## config.mk

```make
export PLATFORM = sky130hd
export DESIGN_NAME = sxc_ctrl
export DESIGN_NICKNAME = d
export VERILOG_FILES = /design/src/rtl/sxc_ctrl.v
export VERILOG_INCLUDE_DIRS = /design/src /design/src/rtl
export SDC_FILE = /design/constraint.sdc
export NUM_CORES = 1
export LEC_CHECK = 0
export ABC_AREA = 1
export BUFFER_PORTS_ARGS = -buffer_cell sky130_fd_sc_hd__clkbuf_2
export CELL_PAD_IN_SITES_DETAIL_PLACEMENT = 2
export CELL_PAD_IN_SITES_GLOBAL_PLACEMENT = 2
export CORE_ASPECT_RATIO = 1.25
export CORE_UTILIZATION = 33
export DETAILED_ROUTE_END_ITERATION = 10
export PLACE_DENSITY = 0.82
export SYNTH_ARGS = -nofsm -noshare
export SYNTH_HDL_FRONTEND = slang
export SYNTH_SLANG_ARGS = --single-unit
export TNS_END_PERCENT = 10
```

## constraint.sdc

```tcl
create_clock -name clk -period 3.02 [get_ports clk]
set_clock_uncertainty 0.05 [all_clocks]
set_input_delay 0.604 -clock clk [delete_from_list [all_inputs] [get_ports clk]]
set_output_delay 0.604 -clock clk [all_outputs]
set_load 0.01 [all_outputs]
```

## src/rtl/sxc_consts.vh

```
// register map, field positions and timing constants for the transfer control block
`ifndef SXC_CONSTS_VH
`define SXC_CONSTS_VH
// register offsets
`define SXC_SEQ_CTL      8'h00
`define SXC_XFER_CTL_A   8'h01
`define SXC_XFER_CTL_B   8'h02
`define SXC_BUS_SIG      8'h03
`define SXC_LATCH_LO     8'h06
`define SXC_CNT_B0       8'h08
`define SXC_CNT_B1       8'h09
`define SXC_CNT_B2       8'h0a
`define SXC_CLR_ZERO     8'h0b
`define SXC_STAT_ONE     8'h0c
`define SXC_SEL_TIMER    8'h0d
// transfer_control_a fields
`define SXC_A_CLR_CNT    4
`define SXC_A_PIO_EN     3
`define SXC_A_CLR_CHN    1
// transfer_control_b fields
`define SXC_B_DISCARD    7
`define SXC_B_WRAP_EN    6
`define SXC_B_PAR_EN     5
`define SXC_B_TSEL_HI    4
`define SXC_B_TSEL_LO    3
`define SXC_B_TMR_EN     2
// sequence control, status_one and clear fields
`define SXC_SEQ_AUTO_ATN 1
`define SXC_S1_TMOUT     7
`define SXC_S1_PERR      2
`define SXC_C1_CLR_ATN   6
`define SXC_C1_CLR_TMOUT 7
`define SXC_C1_CLR_PERR  2
`define SXC_C0_CLR_WRAP  3
// bus signal bit positions
`define SXC_SIG_CD       7
`define SXC_SIG_IO       6
`define SXC_SIG_MSG      5
`define SXC_SIG_ATN      4
`define SXC_SIG_SEL      3
`define SXC_SIG_BSY      2
`define SXC_SIG_REQ      1
`define SXC_SIG_ACK      0
// timing: longest timeout, clock rate, timer steps
`define SXC_TIMEOUT_MS   256
`define SXC_CLK_KHZ      40000
`define SXC_TMR_STEPS    64
`define SXC_TICK_CYC     ((`SXC_TIMEOUT_MS * `SXC_CLK_KHZ) / `SXC_TMR_STEPS)
// reset values and the all-ones count loaded on a wrap
`define SXC_ZERO8        8'h00
`define SXC_ZERO24       24'h00_0000
`define SXC_ONES24       24'hff_ffff
`endif

```

## src/rtl/sxc_ctrl.v

```verilog
// transfer control, bus signal sense/drive and selection timer block
//
// The strobed register port was left to the implementer.
`timescale 1ns/1ps
`include "sxc_consts.vh"

module sxc_ctrl #(
  parameter TICK_CYC = `SXC_TICK_CYC  // cycles per timer step at 256 ms
) (
  // clock and reset
  input  wire        clk,
  input  wire        rstn,
  // register port
  input  wire [7:0]  addr,
  input  wire [7:0]  wdata,
  input  wire        wr,
  input  wire        rd,
  output reg  [7:0]  rdata,
  // mode and path controls from the data path
  input  wire        target_mode,
  input  wire        bus_transfer_enable,
  input  wire        bus_dma_enable,
  input  wire        xfer_byte,
  input  wire        host_byte,
  // bus control pins, logical level, 1 = asserted
  input  wire [7:0]  sig_in,
  output wire [7:0]  sig_out,
  output wire [7:0]  sig_oe,
  input  wire        bus_rst_in,
  // bus data pins
  input  wire [7:0]  data_in,
  input  wire        par_in,
  output reg  [7:0]  data_out,
  output wire        data_oe,
  // status and strobes to the data path
  output wire        chan_clear,
  output wire        transfer_done,
  output wire [23:0] transfer_count,
  output wire [23:0] host_address
);

  ////////////////////////////////////////////////////////////////////////
  // helpers

  // odd parity across data and parity bit
  function par_bad;
    input [7:0] d;
    input       p;
    begin
      par_bad = ~(^{d, p});
    end
  endfunction

  // register address hit, for writes and reads
  function hit;
    input [7:0] a;
    input [7:0] ofs;
    begin
      hit = (a == ofs);
    end
  endfunction

  ////////////////////////////////////////////////////////////////////////
  // declarations

  reg  [7:0]  sig_m_q;      // synchroniser first stage
  reg  [7:0]  sig_s_q;      // synchronised pin levels
  reg  [7:0]  sig_p_q;      // previous synchronised levels
  reg  [1:0]  rst_s_q;      // bus reset synchroniser
  reg         pio_en_q;     // auto PIO enable
  reg  [5:0]  ctl_b_q;      // transfer_control_b bits 7..2
  reg         auto_atn_q;   // auto attention on parity
  reg  [7:0]  drive_q;      // bus_signal_drive
  reg  [23:0] cnt_q;        // transfer_count
  reg  [23:0] hadr_q;       // host_address_counter
  reg         wrapped_q;    // count_wrapped flag
  reg         perr_q;       // parity_error_flag
  reg         tmout_q;      // selection_timed_out
  reg  [7:0]  latch_q;      // latched_data_low
  reg         hs_q;         // PIO handshake strobe asserted
  reg  [1:0]  pio_st_q;     // PIO state
  reg  [5:0]  tmr_q;        // selection_timer_value
  reg  [17:0] pre_q;        // timer prescaler
  reg         clr_chn_q;    // clear channel pulse
  // pio states
  localparam [1:0] PIO_IDLE = 2'd0;
  localparam [1:0] PIO_HS   = 2'd1;
  localparam [1:0] PIO_WAIT = 2'd2;
  wire initiator = ~target_mode;
  wire wr_a  = wr & hit(addr, `SXC_XFER_CTL_A);
  wire wr_b  = wr & hit(addr, `SXC_XFER_CTL_B);
  wire wr_s  = wr & hit(addr, `SXC_BUS_SIG);
  wire wr_c0 = wr & hit(addr, `SXC_CLR_ZERO);
  wire wr_c1 = wr & hit(addr, `SXC_STAT_ONE);
  wire lat_acc = (wr | rd) & hit(addr, `SXC_LATCH_LO);
  wire clr_cnt = wr_a & wdata[`SXC_A_CLR_CNT];
  wire clr_chn = wr_a & wdata[`SXC_A_CLR_CHN];
  wire discard  = ctl_b_q[`SXC_B_DISCARD - 2];
  wire wrap_en  = ctl_b_q[`SXC_B_WRAP_EN - 2];
  wire par_en   = ctl_b_q[`SXC_B_PAR_EN - 2];
  wire [1:0] tsel = ctl_b_q[`SXC_B_TSEL_HI - 2:`SXC_B_TSEL_LO - 2];
  wire tmr_en   = ctl_b_q[`SXC_B_TMR_EN - 2];
  wire pio_live = pio_en_q & ~bus_transfer_enable & ~bus_dma_enable;
  wire bucket = discard & initiator;
  // peer strobe: REQ seen by initiator, ACK by target
  wire peer_s = initiator ? sig_s_q[`SXC_SIG_REQ] : sig_s_q[`SXC_SIG_ACK];
  wire peer_p = initiator ? sig_p_q[`SXC_SIG_REQ] : sig_p_q[`SXC_SIG_ACK];
  wire peer_rise = peer_s & ~peer_p;
  wire inbound = sig_s_q[`SXC_SIG_IO] ^ target_mode;
  // bus free: BSY and SEL both drop
  wire busy_p   = sig_p_q[`SXC_SIG_BSY] | sig_p_q[`SXC_SIG_SEL];
  wire busy_s   = sig_s_q[`SXC_SIG_BSY] | sig_s_q[`SXC_SIG_SEL];
  wire bus_free = busy_p & ~busy_s;
  wire bus_rst  = rst_s_q[1];
  // outbound selection: own SEL out, no BSY reply yet
  wire sel_out = drive_q[`SXC_SIG_SEL] & ~sig_s_q[`SXC_SIG_BSY];
  // prescale count for the chosen timeout
  wire [17:0] tick_max = TICK_CYC[17:0] >> tsel;
  wire tick = (pre_q >= tick_max - 18'd1);
  wire expire = tmr_en & sel_out & tick & (tmr_q == 6'h3f);
  // parity check moment: selection phases or inbound info
  wire sel_phase = sig_s_q[`SXC_SIG_SEL];
  wire chk = par_en & (peer_rise & inbound | sel_phase & ~sig_p_q[`SXC_SIG_SEL]);
  wire perr_ev = chk & par_bad(data_in, par_in);
  // auto attention: initiator, inbound phases only
  wire atn_ev = perr_ev & auto_atn_q & initiator & sig_s_q[`SXC_SIG_IO];

  ////////////////////////////////////////////////////////////////////////
  // pin synchroniser
  // first stage feeds only the second stage
  // two-stage pin synchroniser
  always @(posedge clk or negedge rstn) begin
    if (!rstn) begin
      sig_m_q <= `SXC_ZERO8;
      sig_s_q <= `SXC_ZERO8;
      sig_p_q <= `SXC_ZERO8;
      rst_s_q <= 2'b00;
    end else begin
      sig_m_q <= sig_in;
      sig_s_q <= sig_m_q;
      sig_p_q <= sig_s_q;
      rst_s_q <= {rst_s_q[0], bus_rst_in};
    end
  end

  ////////////////////////////////////////////////////////////////////////
  // control registers

  // control bits written by software
  always @(posedge clk or negedge rstn) begin
    if (!rstn) begin
      pio_en_q   <= 1'b0;
      ctl_b_q    <= 6'h00;
      auto_atn_q <= 1'b0;
      clr_chn_q  <= 1'b0;
    end else begin
      clr_chn_q <= clr_chn;
      // clearing enable only stops new handshakes
      if (wr_a)
        pio_en_q <= wdata[`SXC_A_PIO_EN];
      if (wr_b)
        ctl_b_q <= wdata[7:2];
      if (wr & hit(addr, `SXC_SEQ_CTL))
        auto_atn_q <= wdata[`SXC_SEQ_AUTO_ATN];
    end
  end

  ////////////////////////////////////////////////////////////////////////
  // counters

  // transfer and host address counters
  always @(posedge clk or negedge rstn) begin
    if (!rstn) begin
      cnt_q     <= `SXC_ZERO24;
      hadr_q    <= `SXC_ZERO24;
      wrapped_q <= 1'b0;
    end else begin
      if (clr_cnt) begin
        cnt_q  <= `SXC_ZERO24;
        hadr_q <= `SXC_ZERO24;
      end else begin
        if (host_byte)
          hadr_q <= hadr_q + 24'h00_0001;
        if (xfer_byte) begin
          if (cnt_q != `SXC_ZERO24)
            cnt_q <= cnt_q - 24'h00_0001;
          else if (wrap_en)
            cnt_q <= `SXC_ONES24;
        end
      end
      // software clears; a new wrap wins
      if (xfer_byte & ~clr_cnt & wrap_en & (cnt_q == `SXC_ZERO24))
        wrapped_q <= 1'b1;
      else if (wr_c0 & wdata[`SXC_C0_CLR_WRAP])
        wrapped_q <= 1'b0;
    end
  end

  ////////////////////////////////////////////////////////////////////////
  // automatic PIO handshake
  // one byte per latch access, finished by the peer strobe
  always @(posedge clk or negedge rstn) begin
    if (!rstn) begin
      pio_st_q <= PIO_IDLE;
      hs_q     <= 1'b0;
      latch_q  <= `SXC_ZERO8;
    end else begin
      // a latch write or inbound bus data loads the latch, except while discarding
      if (wr & hit(addr, `SXC_LATCH_LO) & ~bucket)
        latch_q <= wdata;
      if (peer_rise & inbound & ~bucket)
        latch_q <= data_in;
      if (clr_chn) begin
        pio_st_q <= PIO_IDLE;
        hs_q     <= 1'b0;
      end else begin
        case (pio_st_q)
          PIO_IDLE: begin
            if (pio_live & lat_acc) begin
              hs_q     <= 1'b1;
              pio_st_q <= PIO_HS;
            end
          end
          PIO_HS: begin
            // initiator waits REQ low, target waits ACK high
            if (initiator ? ~peer_s : peer_s) begin
              hs_q     <= 1'b0;
              pio_st_q <= initiator ? PIO_IDLE : PIO_WAIT;
            end
          end
          PIO_WAIT: begin
            // target waits for ACK to drop
            if (~peer_s)
              pio_st_q <= PIO_IDLE;
          end
          default: begin
            pio_st_q <= PIO_IDLE;
            hs_q     <= 1'b0;
          end
        endcase
      end
    end
  end

  ////////////////////////////////////////////////////////////////////////
  // selection timer

  always @(posedge clk or negedge rstn) begin
    if (!rstn) begin
      pre_q <= 18'h0_0000;
      tmr_q <= 6'h00;
    end else if (~sel_out | ~tmr_en) begin
      // idle between selections
      pre_q <= 18'h0_0000;
      tmr_q <= 6'h00;
    end else if (tick) begin
      pre_q <= 18'h0_0000;
      tmr_q <= tmr_q + 6'h01;
    end else begin
      pre_q <= pre_q + 18'h0_0001;
    end
  end

  ////////////////////////////////////////////////////////////////////////
  // status flags, set wins over clear

  always @(posedge clk or negedge rstn) begin
    if (!rstn) begin
      perr_q  <= 1'b0;
      tmout_q <= 1'b0;
    end else begin
      if (perr_ev)
        perr_q <= 1'b1;
      else if (wr_c1 & wdata[`SXC_C1_CLR_PERR])
        perr_q <= 1'b0;
      if (expire)
        tmout_q <= 1'b1;
      else if (wr_c1 & wdata[`SXC_C1_CLR_TMOUT])
        tmout_q <= 1'b0;
    end
  end

  ////////////////////////////////////////////////////////////////////////
  // bus signal drive register

  always @(posedge clk or negedge rstn) begin
    if (!rstn) begin
      drive_q <= `SXC_ZERO8;
    end else if (bus_rst | bus_free) begin
      // bus reset or bus free clears all
      drive_q <= `SXC_ZERO8;
    end else begin
      if (wr_s) begin
        // phase bits, SEL BSY REQ ACK stored
        drive_q[7:5] <= wdata[7:5];
        drive_q[3:0] <= wdata[3:0];
      end
      // attention set only by a one written as initiator, or by auto attention on parity
      if ((wr_s & wdata[`SXC_SIG_ATN] & initiator) | atn_ev)
        drive_q[`SXC_SIG_ATN] <= 1'b1;
      else if (wr_c1 & wdata[`SXC_C1_CLR_ATN])
        drive_q[`SXC_SIG_ATN] <= 1'b0;
      if (expire)
        drive_q[`SXC_SIG_SEL] <= 1'b0;
    end
  end

  ////////////////////////////////////////////////////////////////////////
  // pin drive

  // SEL and BSY in either role
  // REQ target only, ACK initiator only
  assign sig_oe = {{3{target_mode}}, initiator, 2'b11, target_mode, initiator};
  assign sig_out = {drive_q[7:2],
                    drive_q[`SXC_SIG_REQ] | (hs_q & target_mode),
                    drive_q[`SXC_SIG_ACK] | (hs_q & initiator)} & sig_oe;

  always @(posedge clk or negedge rstn) begin
    if (!rstn)
      data_out <= `SXC_ZERO8;
    else
      data_out <= bucket ? `SXC_ZERO8 : latch_q;
  end
  assign data_oe = ~inbound & busy_s;
  assign chan_clear     = clr_chn_q;
  assign transfer_done  = (cnt_q == `SXC_ZERO24) & ~wrap_en & bus_dma_enable;
  assign transfer_count = cnt_q;
  assign host_address   = hadr_q;
  ////////////////////////////////////////////////////////////////////////
  // read port, data one cycle after the strobe
  always @(posedge clk or negedge rstn) begin
    if (!rstn) begin
      rdata <= `SXC_ZERO8;
    end else if (rd) begin
      case (addr)
        // unused and self-clearing bits read zero
        `SXC_XFER_CTL_A: rdata <= {4'h0, pio_en_q, 3'b000};
        `SXC_XFER_CTL_B: rdata <= {ctl_b_q, 2'b00};
        `SXC_BUS_SIG:    rdata <= sig_s_q;
        `SXC_SEQ_CTL:    rdata <= {6'h00, auto_atn_q, 1'b0};
        `SXC_LATCH_LO:   rdata <= latch_q;
        `SXC_CNT_B0:     rdata <= cnt_q[7:0];
        `SXC_CNT_B1:     rdata <= cnt_q[15:8];
        `SXC_CNT_B2:     rdata <= cnt_q[23:16];
        `SXC_CLR_ZERO:   rdata <= {4'h0, wrapped_q, 3'b000};
        // parity flag masked while checking off
        `SXC_STAT_ONE:   rdata <= {tmout_q, 4'h0, perr_q & par_en, 2'b00};
        `SXC_SEL_TIMER:  rdata <= {2'b00, tmr_q};
        default:         rdata <= `SXC_ZERO8;
      endcase
    end else begin
      rdata <= `SXC_ZERO8;
    end
  end

endmodule // sxc_ctrl

```

==> out/qor.txt <==
Aggregate global routing overflow - 0
DRC Markers - 0
CP endpoint kind - output port
Final min period - 2.81 ns
Syn-to-layout area delta - 18.5%
Status - finished, final reports clean
Core area - 0.0232 mm^2
Hold_buf cts - 0
Power density cells - 696 mW/mm^2
Multi-input logic area - 0.00352 mm^2
RSZ-0062 raised after global routing - false
Clock latency reported for the late side of the worst-skew pair - 0.44 ns
FFs w/ async S/R, synth - 100%
Slew at the pin with the worst max-slew slack - 0.793 ns
EDFF count, synth - 0
Via count - 7393
Final setup fails - 0
Largest net degree at the start of global routing - 78
Worst path required time - 2.37 ns
Starting Density - 33.9%
Max-cap check violation count - 0
Fillers - 2704
Iter 0 DRT Violations - 350
Count of buffers from port buffering - 123
Max transition margin - 47.1%
Clock Sinks - 141
First-pass GRT wire length - 44700 um
Dpl hpwl - 21000 um
Hold_ws - 0.141 ns
Wire length per cell - 19.4 um
Fin nets - 1199
Total Routing Usage GR - 23.8%
YS warnings - 0
DIE AREA - 0.0245 mm^2
Number of global-route vias before repair - 8168
Proportion of layout cells with a drive suffix above 1 - 17.8%
Antenna diodes - 0
TritonCTS Buffers - 17
Netlist Area Pre-Place - 0.00787 mm^2
Clk slew on worst S/H paths - 0.07 ns
Distinct cell type count of the synthesized netlist - 49
Post-synthesis xor/xnor area fraction - 1.89%
Final setup TNS - 0 ns
CP Max Fanout - 4
Core Util, Final - 40.2%
Leak - 4.87 nW
Post-synthesis mux area share - 0%
Compound-Gate Fraction of Synth Area - 11.7%
Crit Path Class - reg -> out
Synth Area in Simple Gates - 27.2%
Syn_area_per_cell - 7.81 um^2
Die span in y - 175 um
Clock buffer depth - 2
Routed wire length - 27900 um
Post-route design area - 0.00932 mm^2
Post-DRT Antenna Nets - 0
Fin crit share - 93.2%
Max VDD drop - 0.000423 V
Drt pass-1 iters - 4
Flip-flop and latch area - 0.00353 mm^2
Cells after Synth - 1007
Critical path data arrival time - 2.16 ns
Main combinational cell family by area after synthesis - simple AND/OR/NAND/NOR gates
Top-Level Pins - 126
Die W - 140 um
Worst Hold Class - in -> async
CTS tree - built
Peak Freq - 0.355 GHz
Post-CTS Setup Inserts - 0
Adder-cell area share of the yosys netlist - 3.82%
Row Count - 62
Routability cong. - 0.845
Resized Gates After CTS - 0
Avg Vias per Cell - 5.16
Final Hold Violating Endpoints - 0
Root Buffer - clkbuf_16
Post-synthesis sequential area ratio - 44.9%
Post-synth top flop - dfrtp_1
Max-slew violations - 0
Startpoint class of the critical path - flop
Synth Register Bits - 141
Antenna violations before repair - 0
H-tree Lvls - 4
Placed cell area - 0.00873 mm^2
## sequential cells by signal (all words and copies together), names as in the netlist, 2 cells and up
signal	flops
ctl_b_q	6
data_out	8
drive_q	8
host_address	24
latch_q	8
pio_st_q	2
pre_q	18
rdata	8
rst_s_q	2
sig_m_q	8
sig_p_q	4
sig_s_q	8
tmr_q	6
transfer_count	24
## power breakdown
| part | internal (mW) | total (mW) | switching (mW) |
|---|---|---|---|
| sequential | 2.18 | 2.57 | 0.387 |
| clock | 1.24 | 2.18 | 0.936 |
| combinational | 0.587 | 1.74 | 1.16 |
## synthesized netlist by cell type (15+ instances only)
library cell / instances / area share, %
dfrtp_1: 141 / 45
ha_1: 24 / 3.8
nand2_1: 254 / 12
nor3_1: 25 / 1.6
o211ai_1: 15 / 1.4
o22ai_1: 15 / 1.2
nor2_1: 91 / 4.3
o21ai_0: 52 / 3.3
inv_1: 165 / 7.9
nand3_1: 61 / 3.9
a21oi_1: 26 / 1.7
## through the flow
step	power [mW]	std cells	worst slack [ns]
after floorplan	3.56	1008	0.859
after global placement	4.26	1401	0.500
after detailed placement	4.33	1401	0.354
after CTS	6.59	1433	0.168
after global routing	6.88	1433	0.0502
final	6.49	1433	0.205
## logic make-up (layout without fill, tap and decap cells)
logic type | Yosys count | count (layout)
AO/OA/AOI/OAI | 147 | 147
XOR/XNOR | 17 | 17
AND/OR/NAND/NOR | 483 | 483
flip-flops | 141 | 141
other | 1 | 2
buffers and inverters | 194 | 331
adder cells (fa/ha/maj) | 24 | 24
## layout make-up
cell class              instances  area share, %
flip-flops and latches        141           37.8
multi-input cells             673           37.7
repair buffers                130           7.37
inverters                     169           6.80
clock buffers                  17           4.56
well taps                     288           3.86
clock inverters                15           1.85
## critical path, stage by stage, from the launching register on
cell      delay [ns]
dfrtp_1         0.43
inv_1           0.17
ha_1            0.19
inv_1           0.09
nor4_4          0.35
nand4_4         0.21
nor2_1          0.15
clkbuf_2        0.14
## placed cells by master, fill, tap and decap left out, drive strengths merged, types with 3 or more instances in the layout
cell type / count
ha: 24
inv: 178
nor3: 27
xor2: 12
o22ai: 16
buf: 8
nand2: 260
nor4: 5
a211oi: 4
xnor2: 5
nand4: 12
o221ai: 6
o21ai: 61
a21oi: 27
o211ai: 17
nor2: 105
o31ai: 5
clkbuf: 139
or2: 3
nand3b: 3
nand3: 66
dfrtp: 141
a31oi: 5
## path summary, 6_finish.rpt
kind | from | end | slack (ns) | depth (start not counted)
min in group clk | sig_in[4] | sig_m_q[4] | 0.22 | 1
min | rstn | pre_q[3] | 0.14 | 1
max reg2reg | ctl_b_q[2] | pre_q[3] | 0.37 | 13
max | transfer_count[1] | transfer_done | 0.21 | 7
max in group asynchronous | rstn | transfer_count[22] | 2.06 | 2
min reg2reg | sig_m_q[6] | sig_s_q[6] | 0.30 | 0
## metal layers
metal	vias up	GRT usage, %	share of wire, %
met5	-	0	0
met4	0	7.74	1.9
met3	35	3.84	3.6
met2	145	42.9	52
met1	3736	28.7	42
li1	3477	-	-
Power figures use the tool's default switching activity.
